$ cat src/shared/scs_pkg.sv
// package: register map, field layout, reset values and bus carriers
package scs_pkg;

  // bus widths
  localparam int unsigned SCS_ADDR_W = 32;
  localparam int unsigned SCS_DATA_W = 32;
  localparam int unsigned SCS_STRB_W = 4;

  // register byte addresses
  localparam logic [31:0] SCS_PORT0_CAP_ADDR = 32'h4004_8100;
  localparam logic [31:0] SCS_PORT1_CAP_ADDR = 32'h4004_8104;
  localparam logic [31:0] SCS_BOD_CTRL_ADDR  = 32'h4004_8150;
  localparam logic [31:0] SCS_TICK_CAL_ADDR  = 32'h4004_8154;
  localparam logic [31:0] SCS_IRQ_LAT_ADDR   = 32'h4004_8170;

  // field positions and widths
  localparam int unsigned SCS_PORT0_W      = 24;
  localparam int unsigned SCS_PORT1_W      = 32;
  localparam int unsigned SCS_BOD_RST_LSB  = 0;
  localparam int unsigned SCS_BOD_IRQ_LSB  = 2;
  localparam int unsigned SCS_BOD_LEV_W    = 2;
  localparam int unsigned SCS_BOD_RST_EN   = 4;
  localparam int unsigned SCS_CAL_W        = 26;
  localparam int unsigned SCS_LAT_W        = 8;

  // reset values
  localparam logic [1:0]  SCS_BOD_RST_LEV_RST = 2'h0;
  localparam logic [1:0]  SCS_BOD_IRQ_LEV_RST = 2'h0;
  localparam logic        SCS_BOD_RST_EN_RST  = 1'b0;
  localparam logic [25:0] SCS_CAL_RST         = 26'h000_0000;
  localparam logic [7:0]  SCS_LAT_RST         = 8'h10;

  // response codes
  localparam logic [1:0] SCS_RESP_OKAY   = 2'h0;
  localparam logic [1:0] SCS_RESP_SLVERR = 2'h2;

  // axi4-lite master to slave
  typedef struct packed {
    logic [31:0] awaddr;
    logic        awvalid;
    logic [31:0] wdata;
    logic [3:0]  wstrb;
    logic        wvalid;
    logic        bready;
    logic [31:0] araddr;
    logic        arvalid;
    logic        rready;
  } scs_axil_req_s;

  // axi4-lite slave to master
  typedef struct packed {
    logic        awready;
    logic        wready;
    logic        bvalid;
    logic [1:0]  bresp;
    logic        arready;
    logic        rvalid;
    logic [31:0] rdata;
    logic [1:0]  rresp;
  } scs_axil_rsp_s;

  // brown-out configuration
  typedef struct packed {
    logic       rst_en;
    logic [1:0] irq_lev;
    logic [1:0] rst_lev;
  } scs_bod_cfg_s;

endpackage : scs_pkg
$ cat src/logic/scs_irq_latency.sv
// module: holds back an interrupt request for a minimum number of cycles
`timescale 1ns/1ps
module scs_irq_latency
  import scs_pkg::*;
#(
  parameter int unsigned LAT_W = SCS_LAT_W
) (
  // clock and reset
  input  wire logic             mclk,
  input  wire logic             rst,
  // control
  input  wire logic [LAT_W-1:0] latency,
  // request and release
  input  wire logic             irq_pending,
  output logic                  irq_service
);

  typedef struct packed {
    logic [LAT_W-1:0] waited;
  } scs_lat_state_s;

  scs_lat_state_s st_r;
  scs_lat_state_s st_nxt;

  // count cycles spent pending, saturating
  always_comb begin
    st_nxt = st_r;
    if (rst || !irq_pending) begin
      st_nxt.waited = '0;
    end else if (st_r.waited != '1) begin
      st_nxt.waited = st_r.waited + 1'b1;
    end
  end

  always_ff @(posedge mclk) begin
    st_r <= st_nxt;
  end

  // never earlier than the programmed count
  assign irq_service = irq_pending && (st_r.waited >= latency); // see RULE_11

endmodule : scs_irq_latency

$ cat src/logic/scs_por_capture.sv
// module: holds pin levels seen while power-on reset is applied
`timescale 1ns/1ps
module scs_por_capture
  import scs_pkg::*;
#(
  parameter int unsigned WIDTH = 32
) (
  // clock and reset
  input  wire logic             mclk,
  input  wire logic             rst,
  // pins
  input  wire logic [WIDTH-1:0] pins,
  // captured levels
  output logic      [WIDTH-1:0] captured
);

  typedef struct packed {
    logic [WIDTH-1:0] lev;
  } scs_cap_state_s;

  scs_cap_state_s st_r;
  scs_cap_state_s st_nxt;

  // follow pins during reset, freeze at release
  always_comb begin
    st_nxt = st_r;
    if (rst) begin
      st_nxt.lev = pins;
    end
  end

  always_ff @(posedge mclk) begin
    st_r <= st_nxt;
  end

  assign captured = st_r.lev;

endmodule : scs_por_capture

$ cat src/logic/scs_sysconfig_regs.sv
// module: system configuration and status registers on an axi4-lite slave
//
// How it works
// RULE_01 - port 0 pins 23:0 captured at power-on reset into first capture register
// RULE_02 - all 32 port 1 pins captured at power-on reset into second register
// RULE_03 - both capture registers are read-only; writes never change them
// RULE_04 - two-bit reset level field picks one of four detector thresholds
// RULE_05 - interrupt level field bits 3:2 picks levels 1 to 3; 0 reserved
// RULE_06 - bit 4 lets a brown-out detection reset the chip; resets to 0
// RULE_07 - interrupt threshold crossing sends a brown-out request to interrupt controller
// RULE_08 - brown-out interrupt, and enabled reset, wake chip from all low-power modes
// RULE_09 - 26-bit calibration value, reset 0, drives the tick timer readback
// RULE_10 - eight-bit latency field sets minimum interrupt response, 0 to 255 cycles
// RULE_11 - interrupts always wait at least the programmed latency before service
// RULE_12 - latency field resets to 0x10
// RULE_13 - reserved bits read zero and ignore writes
`timescale 1ns/1ps
module scs_sysconfig_regs
  import scs_pkg::*;
(
  // clock and reset
  input  wire logic                    mclk,
  input  wire logic                    rst,
  // register bus
  input  wire scs_axil_req_s           axil_req,
  output scs_axil_rsp_s                axil_rsp,
  // pins sampled at power-on
  input  wire logic [SCS_PORT0_W-1:0]  port0_pins,
  input  wire logic [SCS_PORT1_W-1:0]  port1_pins,
  // brown-out detector
  input  wire logic                    bod_irq_detect,
  input  wire logic                    bod_rst_detect,
  output logic      [1:0]              brownout_reset_level,
  output logic      [1:0]              brownout_irq_level,
  output logic                         brownout_reset_enable,
  // brown-out events
  output logic                         bod_irq_req,
  output logic                         bod_chip_reset,
  output logic                         bod_wake_req,
  // tick timer
  output logic      [SCS_CAL_W-1:0]    tick_timer_calibration_readback,
  // interrupt latency
  input  wire logic                    irq_pending,
  output logic                         irq_service,
  output logic      [SCS_LAT_W-1:0]    irq_latency
);

  typedef struct packed {
    logic                 aw_full;
    logic [31:0]          aw_addr;
    logic                 w_full;
    logic [31:0]          w_data;
    logic [3:0]           w_strb;
    logic                 bvalid;
    logic [1:0]           bresp;
    logic                 rvalid;
    logic [31:0]          rdata;
    logic [1:0]           rresp;
    scs_bod_cfg_s         bod;
    logic [SCS_CAL_W-1:0] cal;
    logic [SCS_LAT_W-1:0] lat;
    logic                 bod_irq;
    logic                 bod_rst;
    logic                 wake;
  } scs_regs_s;

  scs_regs_s st_r;
  scs_regs_s st_nxt;

  logic [SCS_PORT0_W-1:0] port0_cap;
  logic [SCS_PORT1_W-1:0] port1_cap;

  // merge written bytes into an old word
  function automatic logic [31:0] scs_merge(
    input logic [31:0] old_w,
    input logic [31:0] new_w,
    input logic [3:0]  strb
  );
    logic [31:0] res;
    res = old_w;
    for (int i = 0; i < 4; i++) begin
      if (strb[i]) begin
        res[i*8 +: 8] = new_w[i*8 +: 8];
      end
    end
    return res;
  endfunction : scs_merge

  // tell whether an address is one of ours
  function automatic logic scs_mapped(input logic [31:0] addr);
    return (addr == SCS_PORT0_CAP_ADDR) ||
           (addr == SCS_PORT1_CAP_ADDR) ||
           (addr == SCS_BOD_CTRL_ADDR)  ||
           (addr == SCS_TICK_CAL_ADDR)  ||
           (addr == SCS_IRQ_LAT_ADDR);
  endfunction : scs_mapped

  // configuration as a register word
  function automatic logic [31:0] scs_bod_word(input scs_bod_cfg_s cfg);
    logic [31:0] w;
    w = '0;
    w[SCS_BOD_RST_LSB +: SCS_BOD_LEV_W] = cfg.rst_lev;
    w[SCS_BOD_IRQ_LSB +: SCS_BOD_LEV_W] = cfg.irq_lev;
    w[SCS_BOD_RST_EN]                   = cfg.rst_en;
    return w;
  endfunction : scs_bod_word

  // port 0 capture
  scs_por_capture #(
    .WIDTH (SCS_PORT0_W)
  ) u_cap0 (
    .mclk     (mclk),
    .rst      (rst),
    .pins     (port0_pins),
    .captured (port0_cap)
  ); // see RULE_01

  // port 1 capture
  scs_por_capture #(
    .WIDTH (SCS_PORT1_W)
  ) u_cap1 (
    .mclk     (mclk),
    .rst      (rst),
    .pins     (port1_pins),
    .captured (port1_cap)
  ); // see RULE_02

  // minimum interrupt latency
  scs_irq_latency #(
    .LAT_W (SCS_LAT_W)
  ) u_lat (
    .mclk        (mclk),
    .rst         (rst),
    .latency     (st_r.lat),
    .irq_pending (irq_pending),
    .irq_service (irq_service)
  ); // see RULE_11

  // next state
  always_comb begin
    logic [31:0] wr_word;
    logic [31:0] rd_word;
    logic        aw_take;
    logic        w_take;
    logic        ar_take;
    aw_take = axil_req.awvalid && !st_r.aw_full && !st_r.bvalid;
    w_take  = axil_req.wvalid && !st_r.w_full && !st_r.bvalid;
    ar_take = axil_req.arvalid && !st_r.rvalid;
    wr_word = '0;
    rd_word = '0;
    st_nxt  = st_r;

    // write address channel
    if (aw_take) begin
      st_nxt.aw_full = 1'b1;
      st_nxt.aw_addr = axil_req.awaddr;
    end

    // write data channel
    if (w_take) begin
      st_nxt.w_full = 1'b1;
      st_nxt.w_data = axil_req.wdata;
      st_nxt.w_strb = axil_req.wstrb;
    end

    // write response retires
    if (st_r.bvalid && axil_req.bready) begin
      st_nxt.bvalid = 1'b0;
    end

    // perform a write once both halves are held
    if (st_r.aw_full && st_r.w_full && !st_r.bvalid) begin
      st_nxt.aw_full = 1'b0;
      st_nxt.w_full  = 1'b0;
      st_nxt.bvalid  = 1'b1;
      st_nxt.bresp   = scs_mapped(st_r.aw_addr) ? SCS_RESP_OKAY : SCS_RESP_SLVERR;
      unique case (st_r.aw_addr)
        SCS_BOD_CTRL_ADDR: begin
          wr_word = scs_merge(scs_bod_word(st_r.bod), st_r.w_data, st_r.w_strb);
          st_nxt.bod.rst_lev = wr_word[SCS_BOD_RST_LSB +: SCS_BOD_LEV_W]; // see RULE_04
          st_nxt.bod.irq_lev = wr_word[SCS_BOD_IRQ_LSB +: SCS_BOD_LEV_W]; // see RULE_05
          st_nxt.bod.rst_en  = wr_word[SCS_BOD_RST_EN]; // see RULE_06
        end
        SCS_TICK_CAL_ADDR: begin
          wr_word = scs_merge({6'h00, st_r.cal}, st_r.w_data, st_r.w_strb);
          st_nxt.cal = wr_word[SCS_CAL_W-1:0]; // see RULE_09
        end
        SCS_IRQ_LAT_ADDR: begin
          wr_word = scs_merge({24'h00_0000, st_r.lat}, st_r.w_data, st_r.w_strb);
          st_nxt.lat = wr_word[SCS_LAT_W-1:0]; // see RULE_10
        end
        default: begin
          // capture registers and unmapped space keep their state
          wr_word = '0; // see RULE_03
        end
      endcase
    end

    // read response retires
    if (st_r.rvalid && axil_req.rready) begin
      st_nxt.rvalid = 1'b0;
    end

    // read address channel
    if (ar_take) begin
      unique case (axil_req.araddr)
        SCS_PORT0_CAP_ADDR: rd_word = {8'h00, port0_cap}; // see RULE_13
        SCS_PORT1_CAP_ADDR: rd_word = port1_cap;
        SCS_BOD_CTRL_ADDR:  rd_word = scs_bod_word(st_r.bod); // see RULE_13
        SCS_TICK_CAL_ADDR:  rd_word = {6'h00, st_r.cal}; // see RULE_13
        SCS_IRQ_LAT_ADDR:   rd_word = {24'h00_0000, st_r.lat}; // see RULE_13
        default:            rd_word = '0;
      endcase
      st_nxt.rvalid = 1'b1;
      st_nxt.rdata  = rd_word;
      st_nxt.rresp  = scs_mapped(axil_req.araddr) ? SCS_RESP_OKAY : SCS_RESP_SLVERR;
    end

    // brown-out events
    st_nxt.bod_irq = bod_irq_detect; // see RULE_07
    st_nxt.bod_rst = bod_rst_detect && st_r.bod.rst_en; // see RULE_06
    st_nxt.wake    = bod_irq_detect || (bod_rst_detect && st_r.bod.rst_en); // see RULE_08

    // reset values
    if (rst) begin
      st_nxt.aw_full     = 1'b0;
      st_nxt.aw_addr     = '0;
      st_nxt.w_full      = 1'b0;
      st_nxt.w_data      = '0;
      st_nxt.w_strb      = '0;
      st_nxt.bvalid      = 1'b0;
      st_nxt.bresp       = SCS_RESP_OKAY;
      st_nxt.rvalid      = 1'b0;
      st_nxt.rdata       = '0;
      st_nxt.rresp       = SCS_RESP_OKAY;
      st_nxt.bod.rst_lev = SCS_BOD_RST_LEV_RST;
      st_nxt.bod.irq_lev = SCS_BOD_IRQ_LEV_RST;
      st_nxt.bod.rst_en  = SCS_BOD_RST_EN_RST; // see RULE_06
      st_nxt.cal         = SCS_CAL_RST; // see RULE_09
      st_nxt.lat         = SCS_LAT_RST; // see RULE_12
      st_nxt.bod_irq     = 1'b0;
      st_nxt.bod_rst     = 1'b0;
      st_nxt.wake        = 1'b0;
    end
  end

  always_ff @(posedge mclk) begin
    st_r <= st_nxt;
  end

  // bus answers
  always_comb begin
    axil_rsp.awready = !st_r.aw_full && !st_r.bvalid;
    axil_rsp.wready  = !st_r.w_full && !st_r.bvalid;
    axil_rsp.bvalid  = st_r.bvalid;
    axil_rsp.bresp   = st_r.bresp;
    axil_rsp.arready = !st_r.rvalid;
    axil_rsp.rvalid  = st_r.rvalid;
    axil_rsp.rdata   = st_r.rdata;
    axil_rsp.rresp   = st_r.rresp;
  end

  // detector and event outputs
  assign brownout_reset_level            = st_r.bod.rst_lev; // see RULE_04
  assign brownout_irq_level              = st_r.bod.irq_lev; // see RULE_05
  assign brownout_reset_enable           = st_r.bod.rst_en;
  assign bod_irq_req                     = st_r.bod_irq; // see RULE_07
  assign bod_chip_reset                  = st_r.bod_rst; // see RULE_06
  assign bod_wake_req                    = st_r.wake; // see RULE_08
  assign tick_timer_calibration_readback = st_r.cal; // see RULE_09
  assign irq_latency                     = st_r.lat; // see RULE_10

endmodule : scs_sysconfig_regs

$ cat config.mk
export PLATFORM = sky130hd
export DESIGN_NAME = scs_sysconfig_regs
export DESIGN_NICKNAME = d
export VERILOG_FILES = /design/src/shared/scs_pkg.sv /design/src/logic/scs_irq_latency.sv /design/src/logic/scs_por_capture.sv /design/src/logic/scs_sysconfig_regs.sv
export SDC_FILE = /design/constraint.sdc
export NUM_CORES = 1
export LEC_CHECK = 0
export CORE_ASPECT_RATIO = 0.9
export CORE_MARGIN = 10
export CORE_UTILIZATION = 53
export DETAILED_ROUTE_END_ITERATION = 7
export DONT_BUFFER_PORTS = 1
export PLACE_DENSITY = 0.68
export REMOVE_ABC_BUFFERS = 1
export SLEW_MARGIN = 15
export SYNTH_ARGS = -nofsm -noshare
export SYNTH_HDL_FRONTEND = slang
export SYNTH_HIERARCHICAL = 1
export SYNTH_SLANG_ARGS = --single-unit
$ cat constraint.sdc
create_clock -name mclk -period 4 [get_ports mclk]
set_clock_uncertainty 0.1 [all_clocks]
set_input_delay 0 -clock mclk [delete_from_list [all_inputs] [get_ports mclk]]
set_output_delay 0 -clock mclk [all_outputs]
set_load 0.01 [all_outputs]
* Word level (Yosys, flattened, before mapping)
Cells that the tools add are included.
** Word-level totals
- Register bits :: 208
- Latch bits :: 0
- Memory bits (writable) :: 0
- ROM bits :: 0
- Input port bits :: 166
- Output and inout port bits :: 84
- Logic and storage cells :: 81
- Memories kept :: 0
** Operators by class
- Add/sub/neg operators :: 1
- Multiply operators :: 0
- Div/mod/pow operators :: 0
- $lt $le $gt $ge :: 1
- Equality and inequality tests :: 11
- Shift operators :: 0
- Muxes and demuxes :: 7
- Bitwise gates (word level) :: 0
- Reduce and logical (&&, ||, !) cells :: 37
** Operator list (number)
- equality test 32 x 31 -> 1 bit, second input constant :: 10
- one-hot mux 32 bit (5 select lines) :: 1
- two-way mux 35 bit :: 1
- AND reduction 3 bit :: 6
- logical AND 1 bit :: 13
- logical OR 1 bit :: 10
- adder 8 x 1 -> 8 bit, second input constant :: 1
- >= comparator 8 bit :: 1
- inequality test 8 bit, second input constant :: 1
- logical NOT 1 bit :: 5
- two-way mux 2 bit :: 2
- nonzero test 2 bit :: 2
- two-way mux 3 bit :: 1
- two-way mux 1 bit :: 2
- OR reduction 2 bit :: 1

* Logic depth before layout (Yosys ltp)
Gate-level depths: netlist of the first run.
- Depth after elaboration :: 7
- Gate-level depth with buffers :: 7
- Gate-level depth less buffers :: 6

* Cells and area by module
The synthesis of the first run kept the hierarchy.
** By module, submodules not included
- scs_sysconfig_regs :: times used 1, cells an instance 821, area each 6909.1 um^2
- scs_por_capture (u_cap1) :: times used 1, cells an instance 32, area each 960.9 um^2
- scs_por_capture (u_cap0) :: times used 1, cells an instance 24, area each 720.7 um^2
- scs_irq_latency :: times used 1, cells an instance 71, area each 575.6 um^2

* Worst setup path before layout of the first run
No wires, ideal clock.
- Path kind :: reg2reg
- Start point :: register st_r[131] in the netlist's numbering
- End point :: register st_r, in the netlist irq_latency[0]
- Setup time :: 120 ps
- Arrival :: 1600 ps
- Path slack :: 2180 ps
- Stages on the path, launching flop included :: 6
- Path buffers :: 1
- Cell sequence :: dfxtp_1 > nor4b_1 > nand4_1 > or4_1 > buf_4 > mux2i_1
** Between the ends
- Longest elaborated chain between the ends :: 2
** RTL lines
- from (decl) :: RTL line scs_sysconfig_regs.sv:67 : scs_regs_s st_r;
- from (signal assigned) :: RTL line scs_sysconfig_regs.sv:248 : st_r <= st_nxt;
- equality test 32 x 31 -> 1 bit
- AND reduction 3 bit (no source line)
No other way between the ends.
A chain may end at the register's enable or synchronous reset.

* Worst setup path in the final report of the first run
- Start point :: register st_r[131] in the netlist's numbering
- End point :: register st_r, in the netlist tick_timer_calibration_readback[6]
** Between the ends
- Longest elaborated chain between the ends :: 2
** RTL lines
- equality test 32 x 31 -> 1 bit :: RTL line scs_sysconfig_regs.sv:177 : unique case (st_r.aw_addr)
- AND reduction 3 bit (no source line)
No other way between the ends.

==> flow_metrics.py, run 1 <==
metrics = {
    "detailed_routing": {
        "routed_via_density": 5.89,
        "drtIter0Drc": 644,
        "wl_per_cell_um": 21.7,
        "wl_um": 26700,
        "final_antenna_net_count": 0,
        "num_vias": 7251,
        "route.detailed.drc": 0,
        "first_pass_iters": 6,
    },
    "worst_setup_path": {
        "path_delay_family": "simple AND/OR/NAND/NOR gates",
        "crit_slowest_cell": "and4_1",
        "cp_num_buf_inv": 0,
        "crit_arrival_ns": 2.85,
        "path_max_fanout": 20,
        "crit_chain": "nor4b_1 -> and4_1 -> and4_1 -> mux2i_1",
        "end_kind": "flip-flop",
        "critPathLaunchType": "flip-flop",
        "worstSetupPathType": "reg -> reg",
        "max_stage_delay_ns": 0.76,
        "cp.required_ns": 4.32,
        "path_common_cell": "and4_1",
    },
    "power_and_ir_drop": {
        "finalPower_mw": 4.53,
        "powerDensity_nw_per_um2": 420,
        "irDropWorstVdd_mv": 0.332,
        "clkPwrFrac_pct": 41.7,
        "power.switching_mw": 1.02,
        "power_leakage_nw": 3.89,
        "switching_share_pct": 22.5,
        "cell_internal_pwr_mw": 3.51,
        "power_frac_seq_pct": 50.8,
        "power_frac_comb_pct": 7.6,
    },
    "floorplan": {
        "start_util_pct": 54.1,
        "dieArea_um2": 23000,
        "io_pins": 250,
        "die_x_um": 159,
        "row_count": 45,
        "dieHeight_um": 145,
        "core_um2": 16900,
    },
    "sta": {
        "slew_viol_final": 0,
        "slew_headroom_pct": 29.9,
        "finalSetupTns_ns": 0,
        "finalSetupViolCount": 0,
        "grt_setup_unrepaired": "false",
        "period_share_pct": 63.3,
        "hold_viol_final": 0,
        "min_period_ns": 2.53,
        "max_freq_mhz": 395,
        "worst_pin_slew_ns": 1.05,
    },
    "worst_hold_path": {
        "hold_path.class": "in -> reg",
    },
    "logic_synthesis": {
        "synth_ff_type": "dfxtp_1",
        "ys.warnings.count": 6,
        "synth.avg_cell_area_um2": 9.67,
        "synthDistinctLibCells": 64,
        "synth_async_sr_flop_share_pct": 0,
        "synth_edf_count": 56,
        "seq_area_frac_synth_pct": 51.1,
        "netlist_instances": 948,
        "syn_area_um2": 9170,
        "ys_ff_latch": 206,
    },
    "global_route": {
        "grt_usage_pct": 21.9,
        "grt_antenna_before_repair": 3,
        "overflow": 0,
        "grt_start_max_net_pins": 189,
        "grt_pass1_wl_um": 39900,
        "grt_pass1_vias": 7215,
    },
    "placement": {
        "port_buffers": 0,
        "dp_hpwl_um": 17500,
        "globalplace.congestion": 0.878,
    },
    "cells_and_area": {
        "syn2layout_area_growth_pct": 17.7,
        "drive_above_1_share_pct": 6.74,
        "post-route-util_pct": 63.7,
        "multi_input_area_um2": 3550,
        "fillerInstances": 1282,
        "seqCellArea_um2": 4680,
        "nets": 1155,
    },
    "cts": {
        "cts_made_buffers": 21,
        "cts_max_path_buffers": 3,
        "cts.sinks": 206,
        "cts_tree": "done",
        "cts.htree.levels": 1,
        "clkLatencyLatePin_ns": 0.49,
        "clockRootBuffer": "clkbuf_16",
        "path_clk_slew_ns": 0.06,
        "cts_resized": 0,
    },
    "job": {
        "maxCapViolations": 0,
    },
    "status": {
        "status": "finished, final reports clean",
    },
}
path summary, 6_finish.rpt:
path | start | end | slack [ns] | depth (start not counted)
hold / removal | axil_req[35] | st_r[95] | 0.007 | 3
setup / recovery | st_r[131] | tick_timer_calibration_readback[6] | 1.47 | 4
hold reg to reg | st_r[101] | st_r[101] | 0.35 | 2
setup reg to reg | st_r[131] | tick_timer_calibration_readback[6] | 1.47 | 4
layer usage:
| metal | track usage [%] | wire length (um) | part of all wire (%) | vias up |
|---|---|---|---|---|
| li1 | - | - | - | 3374 |
| met1 | 26.3 | 10500 | 39 | 3475 |
| met2 | 36.8 | 12900 | 48 | 348 |
| met3 | 7.08 | 2650 | 9.9 | 50 |
| met4 | 6.09 | 643 | 2.4 | 4 |
| met5 | 0 | 27 | 0.10 | - |
synth_stat cells (5+ instances only):
library cell  count  area share [%]
nand2_1         162             6.6
dfxtp_1         150              33
a21oi_1          96             5.2
buf_4            78             6.4
edfxtp_1         56              18
clkbuf_1         47             1.9
nand2b_1         30             2.0
nand4_1          30             2.0
o31ai_1          27             2.2
and3_1           23             1.6
nor2_1           23            0.94
mux2i_1          22             2.4
inv_1            21            0.86
a22o_1           18             1.7
a22oi_1          16             1.3
buf_2            11            0.60
and2_1           10            0.68
nor3_1           10            0.55
o31ai_2          10             1.4
ha_1              9             1.2
o2111ai_1         7            0.67
and4_1            6            0.57
nor4_1            6            0.41
nor4b_1           6            0.57
a311oi_1          5            0.48
o211ai_1          5            0.41
o2bb2ai_1         5            0.48
what timing repair did:
action                    4_1_cts  5_1_grt
buffers inserted                0        0
hold buffers                  143        0
hold endpoints to repair      262        0
metrics by stage:
step	instances	hold WS [ns]	area (um2)	setup WS, ns
after floorplan	805	-0.0309	8280	1.33
after global placement	1049	-0.00281	8670	1.54
after detailed placement	1049	-0.00105	8670	1.46
after CTS	1229	0.00198	10800	1.29
after global routing	1231	0.0200	10800	1.30
final	1231	0.00663	10800	1.47
area by class of cell:
class | count | area share [%]
repair buffers | 152 | 14.1
clock inverters | 6 | 0.522
inverters | 21 | 0.731
well taps | 235 | 2.73
multi-input cells | 578 | 32.9
clock buffers | 31 | 5.59
flip-flops and latches | 206 | 43.4
diodes | 2 | 0.0464
cells by family after synthesis:
logic type | synth area share (%)
simple gates | 18.9
xor+xnor | 0.287
other cells | 0.0409
flops | 51.1
compound gates | 15.5
fa+ha+maj | 1.23
buf+inv | 10.5
mux | 2.40
power by group through the flow:
stage	logic [mW]	clock network (mW)	registers, mW
5_1_grt	0.374	1.99	2.31
4_1_cts	0.336	1.92	2.29
3_3_place_gp	0.181	0	2.33
3_5_place_dp	0.190	0	2.34
2_1_floorplan	0.140	0	2.32
6_report	0.342	1.89	2.30
worst min-delay path, cell delays in order:
cell and delay [ns]:
and2_2 0.36, nand2_1 0.14, a21oi_1 0.05
sequential cells by signal (all words and copies together) (netlist names):
register	count
st_r	64
axil_rsp	36
u_cap1/captured	32
tick_timer_calibration_readback	26
u_cap0/captured	24
irq_latency	8
u_lat/st_r	8
brownout_irq_level	2
brownout_reset_level	2
bod_chip_reset	1
bod_irq_req	1
bod_wake_req	1
brownout_reset_enable	1
layout by cell type (no fill, tap or decap), types with 3 or more instances in the layout:
master / count
a211oi_1: 3
a21oi_1: 96
a22o_1: 18
a22oi_1: 16
a311oi_1: 5
and2_1: 9
and3_1: 23
and4_1: 6
buf_4: 9
clkbuf_1: 6
clkbuf_16: 21
clkbuf_8: 4
dfxtp_1: 150
dlygate4sd3_1: 142
edfxtp_1: 56
ha_1: 9
inv_1: 21
mux2i_1: 22
nand2_1: 161
nand2b_1: 30
nand3_1: 3
nand4_1: 30
nor2_1: 23
nor3_1: 10
nor4_1: 6
nor4b_1: 6
o2111ai_1: 7
o211ai_1: 5
o21ai_0: 3
o2bb2ai_1: 5
o31ai_1: 27
o31ai_2: 10
or4_1: 3
Power figures use the tool's default switching activity.
==> inputs of run 2 (changes only) <==
==> constraint.sdc (replaced) <==
create_clock -name mclk -period 2.4 [get_ports mclk]
set_clock_uncertainty 0.1 [all_clocks]
set_input_delay 0 -clock mclk [delete_from_list [all_inputs] [get_ports mclk]]
set_output_delay 0 -clock mclk [all_outputs]
set_load 0.01 [all_outputs]
==> run 2 against run 1 <==
  * Sequential cell count unchanged
  * Worst hold slack gained 0.0052 ns
  * Wire length up 3.7%
  * Setup slack got worse by 1.4 ns
  * Cell count is 3.3% higher
==> flow_metrics.py, run 2 (synthesis gave the netlist of run 1 again) <==
metrics = {
    "cells_and_area": {
        "mostFrequentLayoutCell": "dlygate4sd3_1",
        "seqCellArea_um2": 4680,
        "drive_above_1_share_pct": 8.59,
        "syn2layout_area_growth_pct": 22.5,
        "largest_reg_flops": 64,
        "top_register": "st_r",
        "multi_input_area_um2": 3580,
        "fillerInstances": 1283,
        "nets": 1197,
        "layout_common_cells": "167 x dlygate4sd3_1, 162 x nand2_1, 150 x dfxtp_1",
    },
    "worst_setup_path": {
        "critPathLaunchType": "input pin",
        "end_kind": "flip-flop",
        "path_max_fanout": 8,
        "cp.required_ns": 2.71,
        "crit_arrival_ns": 2.59,
        "worstSetupPathType": "in -> reg",
    },
    "sta": {
        "period_share_pct": 95.1,
        "max_freq_mhz": 438,
        "hold_viol_final": 0,
        "fin_ws_ns": 0.118,
        "finalSetupViolCount": 0,
        "finalSetupTns_ns": 0,
        "slew_headroom_pct": 58.5,
        "worst_pin_slew_ns": 0.614,
        "slew_viol_final": 0,
        "min_period_ns": 2.28,
    },
    "global_route": {
        "grt_usage_pct": 22.7,
        "overflow": 0,
        "grt_start_max_net_pins": 120,
        "grt_pass1_wl_um": 41300,
        "grt_antenna_before_repair": 0,
        "grt_pass1_vias": 7591,
    },
    "floorplan": {
        "row_count": 45,
        "dieHeight_um": 145,
        "core_um2": 16900,
        "io_pins": 250,
        "start_util_pct": 54.1,
        "die_x_um": 159,
        "dieArea_um2": 23000,
    },
    "power_and_ir_drop": {
        "switching_share_pct": 21.7,
        "powerDensity_nw_per_um2": 688,
        "power_frac_comb_pct": 7.7,
        "cell_internal_pwr_mw": 6.05,
        "irDropWorstVdd_mv": 0.487,
        "clkPwrFrac_pct": 42.6,
        "power.switching_mw": 1.68,
        "power_leakage_nw": 4.24,
        "power_frac_seq_pct": 49.6,
    },
    "placement": {
        "dp_hpwl_um": 17900,
        "dp_slack_ns": 0.204,
        "globalplace.congestion": 0.860,
        "port_buffers": 0,
    },
    "cts": {
        "cts_max_path_buffers": 3,
        "clkLatencyLatePin_ns": 0.49,
        "clockRootBuffer": "clkbuf_16",
        "cts_tree": "done",
        "cts_made_buffers": 21,
        "cts.sinks": 206,
        "path_clk_slew_ns": 0.06,
        "cts.htree.levels": 1,
    },
    "detailed_routing": {
        "wl_um": 27600,
        "route.detailed.drc": 0,
        "num_vias": 7460,
        "routed_via_density": 5.86,
        "drtIter0Drc": 496,
        "final_antenna_net_count": 0,
        "wl_per_cell_um": 21.7,
        "first_pass_iters": 5,
    },
    "job": {
        "maxCapViolations": 0,
    },
    "status": {
        "status": "finished, final reports clean",
    },
    "worst_hold_path": {
        "hold_path.class": "in -> reg",
    },
}
==> run 2: changes by cell type in the layout (fill, tap and decap cells not counted), moves of 3 or more <==
| cell | before | now |
|---|---|---|
| nor4b_1 | 6 | 2 |
| nor4b_2 | 0 | 4 |
| dlygate4sd3_1 | 142 | 167 |
| buf_4 | 9 | 25 |
| and4_1 | 6 | 3 |
==> run 2: layout make-up <==
type / instances / area share (%)
diodes: 1 / 0.0223
clock inverters: 6 / 0.958
inverters: 21 / 0.702
clock buffers: 31 / 5.19
multi-input cells: 578 / 31.9
well taps: 235 / 2.62
flip-flops and latches: 206 / 41.7
repair buffers: 194 / 16.9
==> run 2: final timing paths <==
check	from	endpoint	slack, ns	depth (start not counted)
max	axil_req[31]	axil_rsp[26]	0.12	7
min	axil_req[21]	axil_rsp[5]	0.01	5
min reg2reg	st_r[87]	st_r[87]	0.36	2
max reg2reg	st_r[137]	tick_timer_calibration_readback[12]	0.12	6
==> run 2: worst max-delay path, cell delays in order <==
cell,delay (ns)
dlygate4sd3_1,0.53
nor4_1,0.14
and4_2,0.37
dlygate4sd3_1,0.68
o2111ai_1,0.14
dlygate4sd3_1,0.59
a21oi_1,0.13
==> run 2: power groups by stage <==
stage | clock network (mW) | registers [mW] | logic [mW]
final | 3.29 | 3.83 | 0.598
after floorplan | 0 | 3.87 | 0.234
after detailed placement | 0 | 3.90 | 0.325
after CTS | 3.36 | 3.83 | 0.581
after global routing | 3.48 | 3.85 | 0.662
after global placement | 0 | 3.89 | 0.311
==> run 2: through the flow <==
step	total power [mW]	util [%]	cell area [um2]	hold slack (ns)	cells
6_report	7.73	66.3	11200	0.0119	1272
5_1_grt	7.99	66.3	11200	0.00450	1271
4_1_cts	7.76	65.7	11100	0.00127	1264
3_5_place_dp	4.23	51.7	8760	-0.00501	1061
3_3_place_gp	4.20	51.7	8760	-0.00534	1061
2_1_floorplan	4.10	-	8280	-0.0309	805
==> run 2: layer usage <==
| metal | vias to the layer above | GRT usage, % | part of all wire (%) |
|---|---|---|---|
| li1 | 3467 | - | - |
| met1 | 3558 | 26.4 | 38 |
| met2 | 365 | 37.6 | 47 |
| met3 | 70 | 8.76 | 12 |
| met4 | 0 | 7.89 | 3.6 |
| met5 | - | 0 | 0 |
==> run 2: repair_timing <==
action / in CTS / in global routing
hold buffers: 166 / 3
endpoints found under the setup margin: 0 / 15
setup buffers: 0 / 5
hold endpoints to repair: 262 / 8
resized for setup: 0 / 10
==> inputs of run 3 (changes only) <==
==> constraint.sdc (replaced) <==
create_clock -name mclk -period 2.4 [get_ports mclk]
set_clock_uncertainty 0.1 [all_clocks]
set_input_delay 0.12 -clock mclk [delete_from_list [all_inputs] [get_ports mclk]]
set_output_delay 0.12 -clock mclk [all_outputs]
set_load 0.01 [all_outputs]
==> run 3 against run 2 <==
  * Via count down 1.4%
  * Clock-buffer cell count down 6
  * Die area is the same
  * Global-route usage shrank 0.41 points
  * Utilization decreased by 0.15 points
  * Largest power group unchanged
  * Sequential share of layout area is 0.10 points higher
  * Critical path depth down 1
  * Register-to-register slack barely moved
  * Sequential cell count is the same
  * Power up 3.6%
  * Fmax down 0.63%
  * Wire length fell by 2.8%
==> flow_metrics.py, run 3 (synthesis gave the netlist of run 1 again) <==
metrics = {
    "floorplan": {
        "row_count": 45,
        "dieArea_um2": 23000,
        "io_pins": 250,
        "die_x_um": 159,
        "core_um2": 16900,
        "start_util_pct": 54.1,
        "dieHeight_um": 145,
    },
    "worst_setup_path": {
        "critPathLaunchType": "input pin",
        "worstSetupPathType": "in -> reg",
        "crit_chain": "dlygate4sd3_1 -> nor4_4 -> dlygate4sd3_1 -> nand3_2 -> dlygate4sd3_1 -> o31ai_1",
        "path_max_fanout": 3,
        "end_kind": "flip-flop",
        "max_stage_delay_ns": 0.63,
        "cp.required_ns": 2.71,
        "crit_arrival_ns": 2.61,
        "crit_slowest_cell": "dlygate4sd3_1",
        "path_delay_family": "buffers and inverters",
        "cp_num_buf_inv": 3,
        "path_common_cell": "dlygate4sd3_1",
    },
    "global_route": {
        "grt_pass1_vias": 7449,
        "grt_pass1_wl_um": 40500,
        "grt_antenna_before_repair": 0,
        "grt_usage_pct": 22.3,
        "grt_start_max_net_pins": 113,
        "overflow": 0,
    },
    "cells_and_area": {
        "drive_above_1_share_pct": 9.43,
        "largest_reg_flops": 64,
        "nets": 1188,
        "top_register": "st_r",
        "layout_common_cells": "162 x nand2_1, 156 x dlygate4sd3_1, 149 x dfxtp_1",
        "fillerInstances": 1283,
        "post-route-util_pct": 66.1,
        "mostFrequentLayoutCell": "nand2_1",
        "finish.instance_area_um2": 11200,
        "syn2layout_area_growth_pct": 22.2,
    },
    "status": {
        "status": "finished, final reports clean",
    },
    "power_and_ir_drop": {
        "powerDensity_nw_per_um2": 714,
        "power.switching_mw": 1.80,
        "power_frac_comb_pct": 7.3,
        "cell_internal_pwr_mw": 6.21,
        "power_leakage_nw": 4.24,
        "switching_share_pct": 22.5,
        "clkPwrFrac_pct": 44.8,
        "power_frac_seq_pct": 47.8,
        "irDropWorstVdd_mv": 0.468,
    },
    "detailed_routing": {
        "num_vias": 7358,
        "final_antenna_net_count": 0,
        "wl_um": 26900,
        "wl_per_cell_um": 21.2,
        "routed_via_density": 5.82,
        "first_pass_iters": 5,
        "drtIter0Drc": 555,
        "route.detailed.drc": 0,
    },
    "cts": {
        "clockRootBuffer": "clkbuf_16",
        "cts.sinks": 206,
        "path_clk_slew_ns": 0.06,
        "cts_made_buffers": 22,
        "cts_max_path_buffers": 3,
        "clkLatencyLatePin_ns": 0.51,
        "cts.htree.levels": 1,
        "cts_tree": "done",
    },
    "sta": {
        "min_period_ns": 2.30,
        "period_share_pct": 95.7,
        "slew_viol_final": 0,
        "slew_headroom_pct": 53.0,
        "worst_pin_slew_ns": 0.702,
        "fin_ws_ns": 0.104,
        "hold_viol_final": 0,
        "finalSetupViolCount": 0,
        "max_freq_mhz": 436,
    },
    "placement": {
        "dp_slack_ns": 0.216,
        "dp_hpwl_um": 18000,
        "place_area_um2": 8780,
        "globalplace.congestion": 0.873,
        "port_buffers": 0,
    },
    "job": {
        "maxCapViolations": 0,
    },
    "worst_hold_path": {
        "hold_path.class": "in -> reg",
    },
}
run 3: power by group through the flow:
stage               Clock (mW)  Sequential (mW)  Combinational [mW]
floorplan                    0             3.87               0.234
global placement             0             3.89               0.313
detailed placement           0             3.90               0.327
CTS                       3.62             3.82               0.571
global route              3.78             3.84               0.643
finish                    3.59             3.83               0.585
run 3: area by class of cell:
cell class / instances / area (um2) / area share (%)
flip-flops and latches: 206 / 4690 / 41.8
multi-input cells: 578 / 3570 / 31.9
repair buffers: 184 / 1790 / 16.0
clock buffers: 25 / 614 / 5.48
well taps: 235 / 294 / 2.62
clock inverters: 15 / 166 / 1.49
inverters: 21 / 78.8 / 0.703
diodes: 1 / 2.50 / 0.0223
run 3: repair_timing:
| item | in CTS | in global routing |
|---|---|---|
| hold buffers | 157 | 0 |
| endpoints found under the setup margin | 0 | 7 |
| endpoints found under the hold margin | 247 | 0 |
| setup buffers | 0 | 3 |
| gates resized for setup | 0 | 6 |
run 3: worst paths after layout:
kind / from / slack [ns] / cells after the start / endpoint
setup / recovery: axil_req[15] / 0.10 / 6 / axil_rsp[8]
hold / removal: axil_req[9] / 0.04 / 3 / axil_rsp[9]
setup reg to reg: axil_rsp[38] / 0.12 / 6 / tick_timer_calibration_readback[10]
hold reg to reg: st_r[99] / 0.38 / 2 / tick_timer_calibration_readback[15]
run 3: routing by layer:
| layer | GRT usage [%] | wire length (um) |
|---|---|---|
| met5 | 0 | 0 |
| met4 | 7.01 | 775 |
| met3 | 7.14 | 2810 |
| met2 | 37.0 | 12700 |
| met1 | 27.0 | 10600 |
run 3: tightest hold or removal path: cells and delay by family:
kind	cells	cell delay [ns]
AO/OA/AOI/OAI	1	0.10
buffers and inverters	1	0.28
AND/OR/NAND/NOR	1	0.09
run 3: metrics by stage:
stage / instances / hold slack, ns / TNS, ns / power (mW)
after floorplan: 805 / 0.0891 / -7.16 / 4.10
after global placement: 1064 / 0.118 / 0 / 4.20
after detailed placement: 1064 / 0.117 / 0 / 4.23
after CTS: 1261 / 0.0195 / 0 / 8.01
after global routing: 1264 / 0.0460 / -0.00709 / 8.26
final: 1265 / 0.0401 / 0 / 8.00
